### config.mk
export PLATFORM = sky130hd
export DESIGN_NAME = sensor_event_flags_irq
export DESIGN_NICKNAME = d
export VERILOG_FILES = /design/src/sensor_event_flags_pkg.sv /design/src/range_check.sv /design/src/sensor_event_flags_irq.sv
export VERILOG_INCLUDE_DIRS = /design/src
export SDC_FILE = /design/constraint.sdc
export NUM_CORES = 1
export LEC_CHECK = 0
export BUFFER_PORTS_ARGS = -buffer_cell sky130_fd_sc_hd__buf_2
export CAP_MARGIN = 20
export CORE_MARGIN = 4
export CORE_UTILIZATION = 50
export CTS_CLUSTER_DIAMETER = 100
export DETAILED_ROUTE_END_ITERATION = 10
export GPL_TIMING_DRIVEN = 0
export MAX_ROUTING_LAYER = met4
export PLACE_DENSITY = 0.73
export SLEW_MARGIN = 20
export SYNTH_ARGS = -nofsm -noshare
export SYNTH_HDL_FRONTEND = slang
export SYNTH_SLANG_ARGS = --single-unit
### constraint.sdc
create_clock -name clk -period 2.47 [get_ports clk]
set_clock_uncertainty 0.2 [all_clocks]
set_input_delay 0.1235 -clock clk [delete_from_list [all_inputs] [get_ports clk]]
set_output_delay 0.1235 -clock clk [all_outputs]
set_load 0.05 [all_outputs]
### src/sensor_event_flags_regs.svh
// Register offsets, field positions, reset values and limits of the event flag block
`ifndef SENSOR_EVENT_FLAGS_REGS_SVH
`define SENSOR_EVENT_FLAGS_REGS_SVH

// ==========================================================================
// Register offsets
`define OFS_EVENT_FLAGS_PRIMARY    8'h00
`define OFS_FIFO_DATA              8'h08
`define OFS_WINDOW_SOURCE_SELECT   8'h68
`define OFS_WINDOW_HYSTERESIS_CFG  8'h69
`define OFS_WINDOW1_UPPER_LIMIT    8'h6a
`define OFS_WINDOW1_LOWER_LIMIT    8'h6b
`define OFS_WINDOW2_UPPER_LIMIT    8'h6c
`define OFS_WINDOW2_LOWER_LIMIT    8'h6d
`define OFS_IRQ_A_ENABLE_EVENTS    8'h78
`define OFS_IRQ_A_ENABLE_HEALTH    8'h79
`define OFS_IRQ_A_ENABLE_COMPLIANCE 8'h7a
`define OFS_IRQ_B_ENABLE_EVENTS    8'h7c
`define OFS_IRQ_B_ENABLE_HEALTH    8'h7d
`define OFS_IRQ_B_ENABLE_COMPLIANCE 8'h7e
`define OFS_DEVICE_IDENTIFIER      8'hff

// ==========================================================================
// Field positions in the primary flag register
`define BIT_ALMOST_FULL     7
`define BIT_FRAME_COMPLETE  6
`define BIT_NEW_SAMPLE      5
`define BIT_AMBIENT_OVF     4
`define BIT_EXPOSURE_OVF    3
`define BIT_WINDOW2         2
`define BIT_WINDOW1         1
`define BIT_SUPPLY_DROPOUT  0

// ==========================================================================
// Reset values and range limits
`define RST_EVENT_FLAGS     8'h01
`define RST_ZERO            8'h00
`define RESULT_POS_FULL     20'h7_ffff
`define RESULT_NEG_QUARTER  20'he_0000
`define SLOT_COUNT          9

`endif

### src/sensor_event_flags_pkg.sv
// Types shared by the event flag block
package sensor_event_flags_pkg;
    typedef logic [7:0]  reg_byte_type;
    typedef logic [19:0] sample_type;
endpackage

### src/range_check.sv
// Over/under range and level window compare on a 20-bit signed result
`timescale 1ns/1ps
`include "sensor_event_flags_regs.svh"
module range_check
(
    // Result to check
    input  wire sensor_event_flags_pkg::sample_type sample,
    // Window limits, compared against the top eight result bits
    input  wire sensor_event_flags_pkg::reg_byte_type upper,
    input  wire sensor_event_flags_pkg::reg_byte_type lower,
    // Results
    output logic                                     out_of_range,
    output logic                                     outside_window
);
    wire signed [19:0] s_val   = sample;
    wire signed [19:0] s_under = `RESULT_NEG_QUARTER;
    wire signed [7:0]  s_top   = sample[19:12];
    wire signed [7:0]  s_up    = upper;
    wire signed [7:0]  s_lo    = lower;

    assign out_of_range   = (sample == `RESULT_POS_FULL) || (s_val < s_under);
    assign outside_window = (s_top > s_up) || (s_top < s_lo);
endmodule // range_check

### src/sensor_event_flags_irq.sv
// Status flags and dual interrupt routing of the optical sensor front end
//
// Summary of operation
// - Almost-full flag sets when FIFO level reaches programmed almost-full level.
// - Almost-full clears on status read, or FIFO data read if option set.
// - Frame-complete flag sets when all enabled slots' results reach the FIFO.
// - Frame-complete clears on status read, or FIFO data read if option set.
// - New-sample flag sets on FIFO push; clears like the other FIFO flags.
// - Ambient overflow flag sets on out-of-range dark result; clears on status read.
// - Overrange equals 0x7FFFF; underrange is below 0xE0000.
// - Exposure overflow flag sets on out-of-range exposure result.
// - Exposure overflow also sets on forward bias; clears on status read.
// - Window flag sets when result is above upper or below lower limit.
// - Dropout flag not set by soft reset; clears on status read or shutdown.
// - Dropout flag drives both interrupt outputs regardless of enables.
`timescale 1ns/1ps
`include "sensor_event_flags_regs.svh"
module sensor_event_flags_irq
#(
    parameter logic [7:0] DEVICE_ID = 8'h5a   // Arbitrary identifier value
)
(
    // Clock and reset
    input  wire logic                                   clk,
    input  wire logic                                   reset_n,
    // Register port from the serial control engine
    input  wire logic                                   reg_rd,
    input  wire logic                                   reg_wr,
    input  wire logic [7:0]                             reg_addr,
    input  wire sensor_event_flags_pkg::reg_byte_type   reg_wdata,
    output logic [7:0]                                  reg_rdata,
    // FIFO side
    input  wire logic                                   fifo_push,
    input  wire logic [8:0]                             fifo_level,
    input  wire logic [7:0]                             fifo_almost_full_level,
    input  wire logic                                   clear_flags_on_fifo_read,
    // Measurement sequencer
    input  wire logic [3:0]                             measurement_slot,
    input  wire logic [`SLOT_COUNT-1:0]                 slot_enable,
    input  wire logic                                   result_valid,
    input  wire sensor_event_flags_pkg::sample_type     dark_result,
    input  wire sensor_event_flags_pkg::sample_type     exposure_result,
    input  wire sensor_event_flags_pkg::sample_type     window_result,
    // Analog status pins, asynchronous
    input  wire logic                                   forward_bias_pin,
    input  wire logic                                   supply_low_pin,
    input  wire logic                                   shutdown_ctl,
    // Health and compliance flags from other status registers
    input  wire logic [7:0]                             health_flags,
    input  wire logic [7:0]                             compliance_flags,
    // Interrupt outputs
    output logic                                        irq_out_a,
    output logic                                        irq_out_b
);
    // ======================================================================
    // Registers
    logic [7:0]                   flags_ff;
    logic [7:0]                   window_source_select_ff;
    logic [7:0]                   window_hysteresis_cfg_ff;
    logic [7:0]                   window1_upper_ff;
    logic [7:0]                   window1_lower_ff;
    logic [7:0]                   window2_upper_ff;
    logic [7:0]                   window2_lower_ff;
    logic [7:0]                   en_a_events_ff;
    logic [7:0]                   en_a_health_ff;
    logic [7:0]                   en_a_compliance_ff;
    logic [7:0]                   en_b_events_ff;
    logic [7:0]                   en_b_health_ff;
    logic [7:0]                   en_b_compliance_ff;
    logic [`SLOT_COUNT-1:0]       slots_done_ff;
    logic [1:0]                   fbias_sync_ff;
    logic [1:0]                   supply_sync_ff;
    logic [1:0]                   shutdown_ctl_sync_ff;
    logic                         shutdown_ctl_prev_ff;
    logic [7:0]                   reg_rdata_ff;
    logic                         irq_a_ff;
    logic                         irq_b_ff;

    // ======================================================================
    // Range checks
    logic dark_oor;
    logic exp_oor;
    logic win1_out;
    logic win2_out;
    logic unused_dark_win;
    logic unused_exp_win;
    logic unused_w1_oor;
    logic unused_w2_oor;

    range_check u_dark
    (
        .sample         (dark_result),
        .upper          (8'h00),
        .lower          (8'h00),
        .out_of_range   (dark_oor),
        .outside_window (unused_dark_win)
    );
    range_check u_exp
    (
        .sample         (exposure_result),
        .upper          (8'h00),
        .lower          (8'h00),
        .out_of_range   (exp_oor),
        .outside_window (unused_exp_win)
    );
    range_check u_win1
    (
        .sample         (window_result),
        .upper          (window1_upper_ff),
        .lower          (window1_lower_ff),
        .out_of_range   (unused_w1_oor),
        .outside_window (win1_out)
    );
    range_check u_win2
    (
        .sample         (window_result),
        .upper          (window2_upper_ff),
        .lower          (window2_lower_ff),
        .out_of_range   (unused_w2_oor),
        .outside_window (win2_out)
    );

    // ======================================================================
    // Decode
    wire status_rd    = reg_rd && (reg_addr == `OFS_EVENT_FLAGS_PRIMARY);
    wire fifo_rd      = reg_rd && (reg_addr == `OFS_FIFO_DATA);
    wire fifo_rd_clr  = fifo_rd && clear_flags_on_fifo_read;
    wire slot_ok      = measurement_slot < 4'(`SLOT_COUNT);
    wire [`SLOT_COUNT-1:0] slot_hot = slot_ok ?
                                      (`SLOT_COUNT'(1) << measurement_slot) : '0;
    wire [`SLOT_COUNT-1:0] nxt_slots_done = slots_done_ff | (result_valid ? slot_hot : '0);
    // frame ends once every enabled slot has produced a result
    wire frame_done   = result_valid && (slot_enable != '0)
                        && ((nxt_slots_done & slot_enable) == slot_enable);
    wire win1_sel     = measurement_slot == window_source_select_ff[3:0];
    wire win2_sel     = measurement_slot == window_source_select_ff[7:4];
    wire shutdown_ctl_rise    = shutdown_ctl_sync_ff[1] && !shutdown_ctl_prev_ff;

    // Set terms per flag
    wire [7:0] set_vec;
    assign set_vec[`BIT_ALMOST_FULL]    = fifo_level >= {1'b0, fifo_almost_full_level};
    assign set_vec[`BIT_FRAME_COMPLETE] = frame_done;
    assign set_vec[`BIT_NEW_SAMPLE]     = fifo_push;
    assign set_vec[`BIT_AMBIENT_OVF]    = result_valid && dark_oor;
    assign set_vec[`BIT_EXPOSURE_OVF]   = (result_valid && exp_oor) || fbias_sync_ff[1];
    // window events on the selected slot
    assign set_vec[`BIT_WINDOW2]        = result_valid && win2_sel && win2_out;
    assign set_vec[`BIT_WINDOW1]        = result_valid && win1_sel && win1_out;
    // only the supply monitor sets dropout, never a soft reset
    assign set_vec[`BIT_SUPPLY_DROPOUT] = supply_sync_ff[1];

    // Clear terms
    wire [7:0] fifo_clr_mask = (8'h01 << `BIT_ALMOST_FULL) | (8'h01 << `BIT_FRAME_COMPLETE)
                               | (8'h01 << `BIT_NEW_SAMPLE);
    // a status read clears only what it returned
    // FIFO read clears FIFO flags when enabled
    // frame flag cleared the same way
    wire [7:0] clr_vec = (status_rd ? flags_ff : 8'h00)
                         | (fifo_rd_clr ? fifo_clr_mask : 8'h00)
                         | (shutdown_ctl_rise ? 8'h01 << `BIT_SUPPLY_DROPOUT : 8'h00);
    // Set wins over clear so no event is lost
    wire [7:0] nxt_flags = (flags_ff & ~clr_vec) | set_vec;

    wire hit_a = |(nxt_flags & en_a_events_ff) | |(health_flags & en_a_health_ff)
                 | |(compliance_flags & en_a_compliance_ff);
    wire hit_b = |(nxt_flags & en_b_events_ff) | |(health_flags & en_b_health_ff)
                 | |(compliance_flags & en_b_compliance_ff);
    wire nxt_irq_a = hit_a || nxt_flags[`BIT_SUPPLY_DROPOUT];
    wire nxt_irq_b = hit_b || nxt_flags[`BIT_SUPPLY_DROPOUT];

    logic [7:0] nxt_rdata;
    always_comb
    begin
        unique case (reg_addr)
            `OFS_EVENT_FLAGS_PRIMARY:     nxt_rdata = flags_ff;
            `OFS_WINDOW_SOURCE_SELECT:    nxt_rdata = window_source_select_ff;
            `OFS_WINDOW_HYSTERESIS_CFG:   nxt_rdata = window_hysteresis_cfg_ff;
            `OFS_WINDOW1_UPPER_LIMIT:     nxt_rdata = window1_upper_ff;
            `OFS_WINDOW1_LOWER_LIMIT:     nxt_rdata = window1_lower_ff;
            `OFS_WINDOW2_UPPER_LIMIT:     nxt_rdata = window2_upper_ff;
            `OFS_WINDOW2_LOWER_LIMIT:     nxt_rdata = window2_lower_ff;
            `OFS_IRQ_A_ENABLE_EVENTS:     nxt_rdata = en_a_events_ff;
            `OFS_IRQ_A_ENABLE_HEALTH:     nxt_rdata = en_a_health_ff;
            `OFS_IRQ_A_ENABLE_COMPLIANCE: nxt_rdata = en_a_compliance_ff;
            `OFS_IRQ_B_ENABLE_EVENTS:     nxt_rdata = en_b_events_ff;
            `OFS_IRQ_B_ENABLE_HEALTH:     nxt_rdata = en_b_health_ff;
            `OFS_IRQ_B_ENABLE_COMPLIANCE: nxt_rdata = en_b_compliance_ff;
            `OFS_DEVICE_IDENTIFIER:       nxt_rdata = DEVICE_ID;
            default:                      nxt_rdata = 8'h00;
        endcase
    end

    // ======================================================================
    // Synchronisers and flags
    always_ff @(posedge clk)
    begin
        if (!reset_n)
        begin
            fbias_sync_ff  <= 2'h0;
            supply_sync_ff <= 2'h0;
            shutdown_ctl_sync_ff   <= 2'h0;
            shutdown_ctl_prev_ff   <= 1'b0;
            flags_ff       <= `RST_EVENT_FLAGS;
            slots_done_ff  <= '0;
            reg_rdata_ff   <= 8'h00;
            // Dropout is set out of reset and cannot be masked
            irq_a_ff       <= 1'b1;
            irq_b_ff       <= 1'b1;
        end
        else
        begin
            fbias_sync_ff  <= {fbias_sync_ff[0], forward_bias_pin};
            supply_sync_ff <= {supply_sync_ff[0], supply_low_pin};
            shutdown_ctl_sync_ff   <= {shutdown_ctl_sync_ff[0], shutdown_ctl};
            shutdown_ctl_prev_ff   <= shutdown_ctl_sync_ff[1];
            flags_ff       <= nxt_flags;
            slots_done_ff  <= frame_done ? '0 : nxt_slots_done;
            reg_rdata_ff   <= reg_rd ? nxt_rdata : reg_rdata_ff;
            irq_a_ff       <= nxt_irq_a;
            irq_b_ff       <= nxt_irq_b;
        end
    end

    // ======================================================================
    // Writable configuration
    always_ff @(posedge clk)
    begin
        if (!reset_n)
        begin
            window_source_select_ff  <= `RST_ZERO;
            window_hysteresis_cfg_ff <= `RST_ZERO;
            window1_upper_ff         <= `RST_ZERO;
            window1_lower_ff         <= `RST_ZERO;
            window2_upper_ff         <= `RST_ZERO;
            window2_lower_ff         <= `RST_ZERO;
            en_a_events_ff           <= `RST_ZERO;
            en_a_health_ff           <= `RST_ZERO;
            en_a_compliance_ff       <= `RST_ZERO;
            en_b_events_ff           <= `RST_ZERO;
            en_b_health_ff           <= `RST_ZERO;
            en_b_compliance_ff       <= `RST_ZERO;
        end
        else if (reg_wr)
        begin
            unique case (reg_addr)
                `OFS_WINDOW_SOURCE_SELECT:    window_source_select_ff  <= reg_wdata;
                `OFS_WINDOW_HYSTERESIS_CFG:   window_hysteresis_cfg_ff <= reg_wdata;
                `OFS_WINDOW1_UPPER_LIMIT:     window1_upper_ff         <= reg_wdata;
                `OFS_WINDOW1_LOWER_LIMIT:     window1_lower_ff         <= reg_wdata;
                `OFS_WINDOW2_UPPER_LIMIT:     window2_upper_ff         <= reg_wdata;
                `OFS_WINDOW2_LOWER_LIMIT:     window2_lower_ff         <= reg_wdata;
                `OFS_IRQ_A_ENABLE_EVENTS:     en_a_events_ff           <= reg_wdata;
                `OFS_IRQ_A_ENABLE_HEALTH:     en_a_health_ff           <= reg_wdata;
                `OFS_IRQ_A_ENABLE_COMPLIANCE: en_a_compliance_ff       <= reg_wdata;
                `OFS_IRQ_B_ENABLE_EVENTS:     en_b_events_ff           <= reg_wdata;
                `OFS_IRQ_B_ENABLE_HEALTH:     en_b_health_ff           <= reg_wdata;
                `OFS_IRQ_B_ENABLE_COMPLIANCE: en_b_compliance_ff       <= reg_wdata;
                default:                      ;
            endcase
        end
    end

    assign reg_rdata = reg_rdata_ff;
    assign irq_out_a = irq_a_ff;
    assign irq_out_b = irq_b_ff;

    // ======================================================================
    // Checks
    chk_afull_set: assert property (@(posedge clk) disable iff (!reset_n)
        (fifo_level >= {1'b0, fifo_almost_full_level}) |=> flags_ff[`BIT_ALMOST_FULL])
        else $error("almost-full flag not set at level");
    chk_fifo_rd_clear: assert property (@(posedge clk) disable iff (!reset_n)
        (fifo_rd_clr && !set_vec[`BIT_ALMOST_FULL]) |=> !flags_ff[`BIT_ALMOST_FULL])
        else $error("almost-full not cleared by fifo read");
    chk_frame_set: assert property (@(posedge clk) disable iff (!reset_n)
        frame_done |=> flags_ff[`BIT_FRAME_COMPLETE])
        else $error("frame flag missing");
    chk_frame_clear: assert property (@(posedge clk) disable iff (!reset_n)
        (status_rd && !frame_done) |=> !flags_ff[`BIT_FRAME_COMPLETE])
        else $error("frame flag not cleared by status read");
    chk_new_sample: assert property (@(posedge clk) disable iff (!reset_n)
        fifo_push |=> flags_ff[`BIT_NEW_SAMPLE])
        else $error("new sample flag missing");
    chk_ambient_ovf: assert property (@(posedge clk) disable iff (!reset_n)
        (result_valid && dark_result == `RESULT_POS_FULL) |=> flags_ff[`BIT_AMBIENT_OVF])
        else $error("ambient overflow missed");
    chk_exposure_ovf: assert property (@(posedge clk) disable iff (!reset_n)
        (result_valid && exp_oor) |=> flags_ff[`BIT_EXPOSURE_OVF])
        else $error("exposure overflow missed");
    chk_dropout_nmi: assert property (@(posedge clk) disable iff (!reset_n)
        flags_ff[`BIT_SUPPLY_DROPOUT] |-> (irq_out_a && irq_out_b))
        else $error("dropout not on both interrupts");
    chk_read_keeps_new: assert property (@(posedge clk) disable iff (!reset_n)
        (status_rd && !flags_ff[`BIT_NEW_SAMPLE] && fifo_push) |=> flags_ff[`BIT_NEW_SAMPLE])
        else $error("event lost during status read");
    chk_irq_a_follow: assert property (@(posedge clk) disable iff (!reset_n)
        (|(flags_ff & en_a_events_ff) && $stable(en_a_events_ff)) |-> irq_out_a)
        else $error("interrupt a not asserted");
endmodule // sensor_event_flags_irq

# After elaboration in Yosys (flattened, before gate mapping)
# Index checks and enable logic that the tools add are counted.
dict set report classes {
  n_lt_le_gt_ge 8
  n_eq_ne 19
  n_shift 1
  muxes 6
  n_bitwise 18
  reduce_logical 41
}
# op n
set op_table {}
lappend op_table {{$pmux W8 S14} 1}
lappend op_table {{$eq A8 B7 Y1 const B} 12}
lappend op_table {{$and A8 B8 Y8} 7}
lappend op_table {{$reduce_or A8 Y1} 6}
lappend op_table {{$eq A20 B19 Y1 const B} 2}
lappend op_table {{$lt A20 B18 Y1 const B} 2}
lappend op_table {{$reduce_and A2 Y1} 12}
lappend op_table {{$mux W9} 2}
lappend op_table {{$gt A8 B8 Y1} 2}
lappend op_table {{$lt A8 B8 Y1} 2}
lappend op_table {{$mux W8} 2}
lappend op_table {{$or A8 B8 Y8} 2}
lappend op_table {{$logic_and A1 B1 Y1} 12}
lappend op_table {{$and A9 B9 Y9} 1}
lappend op_table {{$eq A9 B9 Y1} 1}
lappend op_table {{$ge A9 B8 Y1} 1}
lappend op_table {{$or A9 B9 Y9} 1}
lappend op_table {{$reduce_bool A9 Y1} 1}
lappend op_table {{$shl A1 B4 Y9 const A} 1}
lappend op_table {{$eq A4 B4 Y1} 2}
lappend op_table {{$eq A8 B4 Y1 const B} 1}
lappend op_table {{$eq A8 B8 Y1 const B} 1}
lappend op_table {{$logic_not A8 Y1} 1}
lappend op_table {{$not A8 Y8} 1}
lappend op_table {{8 further kinds} 17}
dict set report totals {
  ff_bits 130
  input_bits 132
  output_inout_bits 10
  word_cells 114
}

# Depth between registers and ports, before layout
# Gate-level depths: netlist of the first run.
dict set report depth {
  depth_word 14
  ltp_mapped 9
  depth_no_buf 9
}

# Hierarchy
# From an unflattened synthesis of the first run, not the netlist that was laid out.
dict set report hier_totals {
  hier_cells 943
  area_unflattened_um2 8146.6
}
# mod instances cells_per_inst area_per_inst_um2 seq_area_each_um2
set by_module_without_submodules {}
lappend by_module_without_submodules {sensor_event_flags_irq 1 703 6294.8 2602.5}
lappend by_module_without_submodules {range_check 4 60 462.9 0.0}

# Worst setup path after synthesis of the first run
# Ideal clock, no wire load.
dict set report synth_path {
  path_type {register -> register}
  from {register en_a_health_ff[6]}
  to {register irq_a_ff, in the netlist irq_out_a}
  setup_ns 0.122
  arrival_ns 1.962
  required_time_ns 2.148
  slack_ns 0.187
  stages_incl_launch_ff 8
  n_path_buf 0
  period_less_slack_ns 2.283
  cell_sequence {dfxtp_1 > a22o_1 > a221oi_1 > nand4_4 > a311o_1 > a2111oi_2 > o221ai_1 > a221o_1}
}
dict set report synth_via {
  elab_chain_cells 5
}
# element line
set synth_rtl {}
lappend synth_rtl {{from (decl)} sensor_event_flags_irq.sv:65} ;# logic [7:0] en_a_health_ff;
lappend synth_rtl {{from (signal assigned)} sensor_event_flags_irq.sv:237} ;# en_a_health_ff <= `RST_ZERO;
lappend synth_rtl {{from (signal assigned)} sensor_event_flags_irq.sv:253} ;# `OFS_IRQ_A_ENABLE_HEALTH: en_a_health_ff <= reg_wdata;
lappend synth_rtl {{$and A8 B8 Y8} sensor_event_flags_irq.sv:164} ;# wire hit_a = |(nxt_flags & en_a_events_ff) | |(health_flags & en_a_health_ff)
lappend synth_rtl {{$reduce_or A8 Y1} sensor_event_flags_irq.sv:164}
lappend synth_rtl {{$or A1 B1 Y1} sensor_event_flags_irq.sv:164}
lappend synth_rtl {{$or A1 B1 Y1} sensor_event_flags_irq.sv:165} ;# | |(compliance_flags & en_a_compliance_ff);
lappend synth_rtl {{$logic_or A1 B1 Y1} sensor_event_flags_irq.sv:168} ;# wire nxt_irq_a = hit_a || nxt_flags[`BIT_SUPPLY_DROPOUT];
lappend synth_rtl {{to (signal assigned)} sensor_event_flags_irq.sv:219} ;# irq_a_ff <= nxt_irq_a;
lappend synth_rtl {{to (decl)} sensor_event_flags_irq.sv:76} ;# logic irq_a_ff;
# Every way passes these cells.
# A chain may end at the register's enable or synchronous reset.

# Worst setup path after layout of the first run
dict set report layout_path {
  from {register en_b_health_ff[0]}
  to {register irq_b_ff, in the netlist irq_out_b}
}
dict set report layout_via {
  elab_chain_cells 5
}
# element line
set layout_rtl {}
lappend layout_rtl {{from (decl)} sensor_event_flags_irq.sv:68} ;# logic [7:0] en_b_health_ff;
lappend layout_rtl {{from (signal assigned)} sensor_event_flags_irq.sv:240} ;# en_b_health_ff <= `RST_ZERO;
lappend layout_rtl {{from (signal assigned)} sensor_event_flags_irq.sv:256} ;# `OFS_IRQ_B_ENABLE_HEALTH: en_b_health_ff <= reg_wdata;
lappend layout_rtl {{$and A8 B8 Y8} sensor_event_flags_irq.sv:166} ;# wire hit_b = |(nxt_flags & en_b_events_ff) | |(health_flags & en_b_health_ff)
lappend layout_rtl {{$reduce_or A8 Y1} sensor_event_flags_irq.sv:166}
lappend layout_rtl {{$or A1 B1 Y1} sensor_event_flags_irq.sv:166}
lappend layout_rtl {{$or A1 B1 Y1} sensor_event_flags_irq.sv:167} ;# | |(compliance_flags & en_b_compliance_ff);
lappend layout_rtl {{$logic_or A1 B1 Y1} sensor_event_flags_irq.sv:169} ;# wire nxt_irq_b = hit_b || nxt_flags[`BIT_SUPPLY_DROPOUT];
lappend layout_rtl {{to (signal assigned)} sensor_event_flags_irq.sv:220} ;# irq_b_ff <= nxt_irq_b;
lappend layout_rtl {{to (decl)} sensor_event_flags_irq.sv:77} ;# logic irq_b_ff;
# Every way passes these cells.

==> results of run 1 <==
==> critical path: cells and delay by family, from the launching register on <==
kind	cells	cell delay (ns)
and+or+nand+nor	1	0.22
AOI/OAI and AO/OA	6	1.57
DFF	1	0.35
==> layer usage <==
layer	up-vias	routed length [µm]
met4	0	983
met5	-	0
met1	3620	11300
met2	448	12600
met3	81	2470
li1	3557	-
==> what timing repair did <==
action	in CTS	in global routing
hold endpoints to repair	37	0
setup endpoints to repair	3	12
setup buffers	1	1
resized for setup	10	21
hold buffers	24	0
pin swaps	10	15
==> metrics by stage <==
step | instances | util [%]
after floorplan | 893 | -
after global placement | 1196 | 57.4
after detailed placement | 1196 | 57.4
after CTS | 1253 | 63.9
after global routing | 1254 | 64.6
final | 1254 | 64.6
==> power by group <==
part / total, µW / switching [µW] / internal [µW]
clock network: 2610 / 989 / 1620
registers: 2130 / 12.2 / 2110
logic: 527 / 327 / 200
==> kinds of logic after synthesis <==
| group | share of synthesized area (%) |
|---|---|
| AOI/OAI and AO/OA | 21.3 |
| adders and majority gates | 6.64 |
| and+or+nand+nor | 22.5 |
| muxes | 5.94 |
| buffers and inverters | 6.20 |
| xor gates and xnor gates | 1.10 |
| DFF | 36.3 |
==> registers in the layout, indices dropped and copies added (netlist names), 2 cells and up <==
| register | count |
|---|---|
| window2_lower_ff | 8 |
| en_a_compliance_ff | 8 |
| window_source_select_ff | 8 |
| flags_ff | 8 |
| en_b_compliance_ff | 8 |
| slots_done_ff | 9 |
| window2_upper_ff | 8 |
| en_b_health_ff | 8 |
| supply_sync_ff | 2 |
| window1_upper_ff | 8 |
| en_a_health_ff | 8 |
| fbias_sync_ff | 2 |
| reg_rdata | 8 |
| shutdown_ctl_sync_ff | 2 |
| en_a_events_ff | 8 |
| en_b_events_ff | 8 |
| window1_lower_ff | 8 |
| window_hysteresis_cfg_ff | 8 |
==> area by class of cell <==
| cell class | count | area [µm²] |
|---|---|---|
| inverter | 52 | 198 |
| clock inverter | 11 | 153 |
| multi-input combinational | 653 | 4240 |
| fill | 1232 | 4940 |
| timing repair buffer | 149 | 873 |
| clock buffer | 21 | 450 |
| sequential | 130 | 2610 |
| buffer | 58 | 250 |
| tap | 180 | 225 |
==> path summary, 6_finish.rpt <==
check                                       start                end  slack, ns  depth (start not counted)
worst min-delay path               slot_enable[0]        flags_ff[6]       0.02                          4
worst max-delay path            en_b_health_ff[0]          irq_out_b       0.02                          7
worst max register to register  en_b_health_ff[0]          irq_out_b       0.02                          7
worst min register to register  supply_sync_ff[0]  supply_sync_ff[1]       0.23                          1
==> cell usage after synthesis (all sizes together), types with 3 or more instances <==
master / n / share of area, %
a2111oi: 7 / 1.1
a21o: 4 / 0.42
a21oi: 98 / 6.9
a221o: 3 / 0.42
a221oi: 13 / 1.6
a222oi: 5 / 0.70
a22o: 15 / 1.9
a22oi: 16 / 1.7
a31oi: 12 / 1.0
and2: 16 / 1.4
and3: 4 / 0.35
buf: 12 / 1.1
clkbuf: 46 / 2.4
dfxtp: 130 / 36
ha: 38 / 6.6
inv: 52 / 2.7
mux2i: 38 / 5.3
nand2: 122 / 6.4
nand2b: 6 / 0.52
nand3: 65 / 4.7
nand4: 16 / 1.6
nor2: 64 / 3.5
nor2b: 10 / 0.87
nor3: 10 / 0.77
nor4: 6 / 0.91
o2111ai: 3 / 0.37
o211ai: 5 / 0.52
o21ai: 31 / 2.2
o22ai: 3 / 0.26
or3: 3 / 0.26
xor2: 7 / 0.86
==> out/qor.txt, run 1 <==
Setup TNS -> 0 ns
Port bufs -> 123
Final instance area -> 9000 µm²
# setup viols final -> 0
Final layout net count -> 1,231
Netlist Area Pre-Place -> 7160 µm²
Ys async rst share -> 0%
Dpl cell area -> 8000 µm²
Crit path max-delay cell type -> a311o_1
Post-route ant nets -> 0
Area growth, synth to finish -> 25.7%
H-Tree Depth -> 4
Status -> complete, no violations
Final setup margin -> 0.0168 ns
Avg Vias per Cell -> 6.15
GP Congestion -> 1.02
Die area -> 16,300 µm²
DPL Wire Length -> 20,100 µm
Seq/Total Area, Yosys -> 36.3%
Worst Setup End Kind -> flip-flop
Period utilization -> 99.3%
Unique masters post-synth -> 69
Row count -> 43
Crit path kind -> reg2reg
F_max -> 408 MHz
Power per Cell Area -> 585 nW/µm²
Global-route usage over all layers -> 34.0%
Post-place setup slack -> -0.222 ns
Die Wd -> 128 µm
Hold WC Path Type -> in2reg
M1 GR Usage -> 44.2%
Core Area -> 13,900 µm²
Commonest non-fill, non-tap cell in the layout -> buf_2
Longest Clk Path Bufs -> 2
Syn_area_per_cell -> 8.02 µm²
Largest net degree at the start of global routing -> 17
Synth Register Bits -> 130
Pwr Total -> 5260 µW
WP data arrival -> 2.57 ns
TritonCTS clock tree -> yes
Iter 0 DRT Violations -> 883
WL per Instance -> 21.8 µm
First-pass GRT wire length -> 41,500 µm
Final worst path period need -> 2.45 ns
CP Launch Type -> flip-flop
Worst-path clk slew -> 0.06 ns
Diodes inserted -> 0
RSZ-0062 raised after global routing -> yes
Max_cap viols -> 0
Syn. warnings -> 0
Met3 Use GR -> 6.33%
Via count -> 7,706
Final hold violation count -> 0
Grt total ovfl -> 0
Synth Flop Type -> dfxtp_1
Max transition margin -> 36.9%
Maximum vdd drop -> 0.489 mV
Starting Density -> 51.4%
Post-synth EDFFs -> 0
Biggest cell delay along the critical path -> 0.42 ns
Worst-Skew Late Latency -> 0.43 ns
Cell Chain, Critical Path -> a22o_1 > a221oi_2 > nand4_1 > a311o_1 > a2111oi_4 > o221ai_1 > a221o_1
DR DRC count -> 0
GR peak layer -> met2
Die Height -> 128 µm
Initial DRT Pass Iterations -> 7
Initial antenna violation count -> 0
Leak pwr -> 0.00337 µW
Vias in the first global route -> 7,294
Worst hold margin -> 0.0213 ns
Number of buffers created by CTS -> 17
Tightest Pin Transition -> 0.947 ns
Clock sink count -> 130
Root Driver -> clkbuf_16
Net count after synthesis -> 1,063
Fin. max-slew vios -> 0
Worst Path Max Fanout -> 3
Final wirelength -> 27,400 µm
Most frequent cells in the layout -> buf_2 (129), dfxtp_1 (124), nand2_1 (122)
Met2 Use GR -> 53.5%
# IOs -> 142
Cell count after synthesis -> 893
Required @ worst endpoint -> 2.59 ns
Share of layout cells above drive strength 1 -> 19.2%
Power figures use the tool's default switching activity.
==> run 2: changes to the inputs <==
--- a/config.mk
+++ b/config.mk
@@ -14,7 +14,7 @@
 export DETAILED_ROUTE_END_ITERATION = 10
 export GPL_TIMING_DRIVEN = 0
 export MAX_ROUTING_LAYER = met4
-export PLACE_DENSITY = 0.73
+export PLACE_DENSITY_LB_ADDON = 0.3
 export SLEW_MARGIN = 20
 export SYNTH_ARGS = -nofsm -noshare
 export SYNTH_HDL_FRONTEND = slang
==> run 2 against run 1 <==
Against the previous run: the flow now finishes with violations (setup timing); wire length fell by 0.24%; critical endpoint is now irq_out_a; fmax is 1.4% lower; global-route usage decreased by 0.38 points; hold slack got worse by 0.0093 ns; clock power fell by 5%.
==> out/qor.txt, run 2 (synthesis gave the netlist of run 1 again) <==
Status -> complete, but fails checks
Failing checks -> setup timing
WP data arrival -> 2.60 ns (+0.03 ns)
Fin. max-slew vios -> 0 (unchanged)
Leak pwr -> 0.00336 µW (-0.45%)
Max transition margin -> 38.4% (+1.5 points)
Vias in the first global route -> 7,129 (-2.3%)
Most frequent cells in the layout -> buf_2 (130), dfxtp_1 (127), nand2_1 (122)
Diodes inserted -> 0 (unchanged)
Power per Cell Area -> 575 nW/µm² (-1.7%)
Global-route usage over all layers -> 33.7% (-0.38 points)
CP top delay family -> compound AO/OA/AOI/OAI gates
Required @ worst endpoint -> 2.58 ns (about the same)
Crit path max-delay cell type -> dfxtp_2
DR DRC count -> 0 (unchanged)
Final wirelength -> 27,300 µm (-0.24%)
Worst-path clk slew -> 0.06 ns (about the same)
TritonCTS clock tree -> yes
Largest net degree at the start of global routing -> 17 (unchanged)
Cell Chain, Critical Path -> a22o_1 > a221oi_4 > nand4_4 > a311o_1 > a2111oi_2 > o221ai_1 > a221o_1
Die area -> 16,300 µm² (unchanged)
Number of buffers created by CTS -> 17 (unchanged)
Biggest cell delay along the critical path -> 0.35 ns (-0.07 ns)
Longest Clk Path Bufs -> 2 (unchanged)
# IOs -> 142 (unchanged)
Iter 0 DRT Violations -> 942 (+6.7%)
Hold WC Path Type -> in2reg
Final setup margin -> -0.0177 ns (-0.0345 ns)
Worst-Skew Late Latency -> 0.43 ns (about the same)
Largest Register -> slots_done_ff
Layout fillers -> 1,240 (+0.65%)
Crit path kind -> reg2reg
Post-route ant nets -> 0 (unchanged)
RSZ-0062 raised after global routing -> yes
Setup TNS -> -0.0177 ns (-0.0177 ns)
Via count -> 7,649 (-0.74%)
Maximum vdd drop -> 0.569 mV (+17%)
CP bufs+invs -> 0 (unchanged)
F_max -> 402 MHz (-1.4%)
Final worst path period need -> 2.49 ns (+0.0345 ns)
Final layout net count -> 1,230 (-0.081%)
Core Area -> 13,900 µm² (unchanged)
H-Tree Depth -> 4 (unchanged)
Max_cap viols -> 0 (unchanged)
Port bufs -> 123 (unchanged)
Commonest non-fill, non-tap cell in the layout -> buf_2
DPL Wire Length -> 20,100 µm (-0.18%)
Period utilization -> 101% (+1.4 points)
Tightest Pin Transition -> 0.925 ns (-0.0220 ns)
Grt total ovfl -> 0 (unchanged)
Row count -> 43 (unchanged)
Clock sink count -> 130 (unchanged)
Die Height -> 128 µm (unchanged)
CP Launch Type -> flip-flop
Worst Path Max Fanout -> 3 (unchanged)
Initial DRT Pass Iterations -> 6 (-1)
Die Wd -> 128 µm (unchanged)
WL per Instance -> 21.8 µm (-0.16%)
GP Congestion -> 1.02 (about the same)
Area growth, synth to finish -> 24.9%
Max reg flops -> 9 (unchanged)
Worst Setup End Kind -> flip-flop
First-pass GRT wire length -> 40,800 µm (-1.6%)
Final hold violation count -> 0 (unchanged)
Avg Vias per Cell -> 6.10 (-0.66%)
# setup viols final -> 1 (+1)
Root Driver -> clkbuf_16
Share of layout cells above drive strength 1 -> 19.0% (-0.17 points)
Worst hold margin -> 0.0120 ns (-0.00930 ns)
Starting Density -> 51.4% (unchanged)
Initial antenna violation count -> 0 (unchanged)
[run 2: changes by cell type in the layout (fill, tap and decap cells not counted), sizes merged]
cell and delta:
bufinv -2, clkinv +2, clkbuf +1, clkinvlp -1
dlygate4sd3 -1
[run 2: layout make-up]
cell class	instances	area (µm²)	area share [%]
buffer	58	249	2.78
clock buffer	22	484	5.41
clock inverter	10	98.8	1.10
inverter	52	195	2.18
multi-input combinational	653	4230	47.2
sequential	130	2610	29.1
tap	180	225	2.52
timing repair buffer	148	861	9.62
[run 2: power by group]
group | switching (µW) | internal (µW) | total [µW]
clock | 992 | 1500 | 2490
sequential | 11.4 | 2120 | 2130
combinational | 329 | 201 | 530
[run 2: path summary, 6_finish.rpt]
kind | startpoint | endpoint | slack (ns) | cells past startpoint
worst max register to register | en_a_health_ff[1] | irq_out_a | -0.02 | 7
worst min-delay path | measurement_slot[0] | slots_done_ff[8] | 0.01 | 4
worst min register to register | shutdown_ctl_sync_ff[0] | shutdown_ctl_sync_ff[1] | 0.23 | 1
worst max-delay path | en_a_health_ff[1] | irq_out_a | -0.02 | 7
[run 2: routing by layer]
metal | up-vias | track usage [%] | share of wire, %
met5 | - | - | 0
met4 | 0 | 15.3 | 4.2
met3 | 92 | 6.04 | 9.7
met2 | 460 | 50.3 | 45
met1 | 3538 | 44.6 | 41
li1 | 3559 | - | -
[run 2: stage by stage]
stage / power [µW] / utilization, % / cell area, µm² / worst slack (ns) / instances
after floorplan: 2410 / - / 7160 / 0.187 / 893
after global placement: 2630 / 57.4 / 8000 / -0.219 / 1196
after detailed placement: 2640 / 57.4 / 8000 / -0.250 / 1196
after CTS: 5120 / 63.6 / 8860 / 0.00195 / 1251
after global routing: 5270 / 64.2 / 8950 / -0.0544 / 1253
final: 5150 / 64.2 / 8950 / -0.0177 / 1253
[run 2: repair_timing]
action / 4_1_cts / 5_1_grt
hold buffers: 23 / 0
pin swaps: 5 / 12
resized for setup: 10 / 13
endpoints found under the hold margin: 37 / 0
endpoints found under the setup margin: 3 / 5
buffers inserted: 0 / 2
[run 2: tightest hold or removal path: cells and delay by family]
family	cells	cell delay [ns]
buffers and inverters	2	0.28
AOI/OAI and AO/OA	1	0.11
and+or+nand+nor	1	0.09
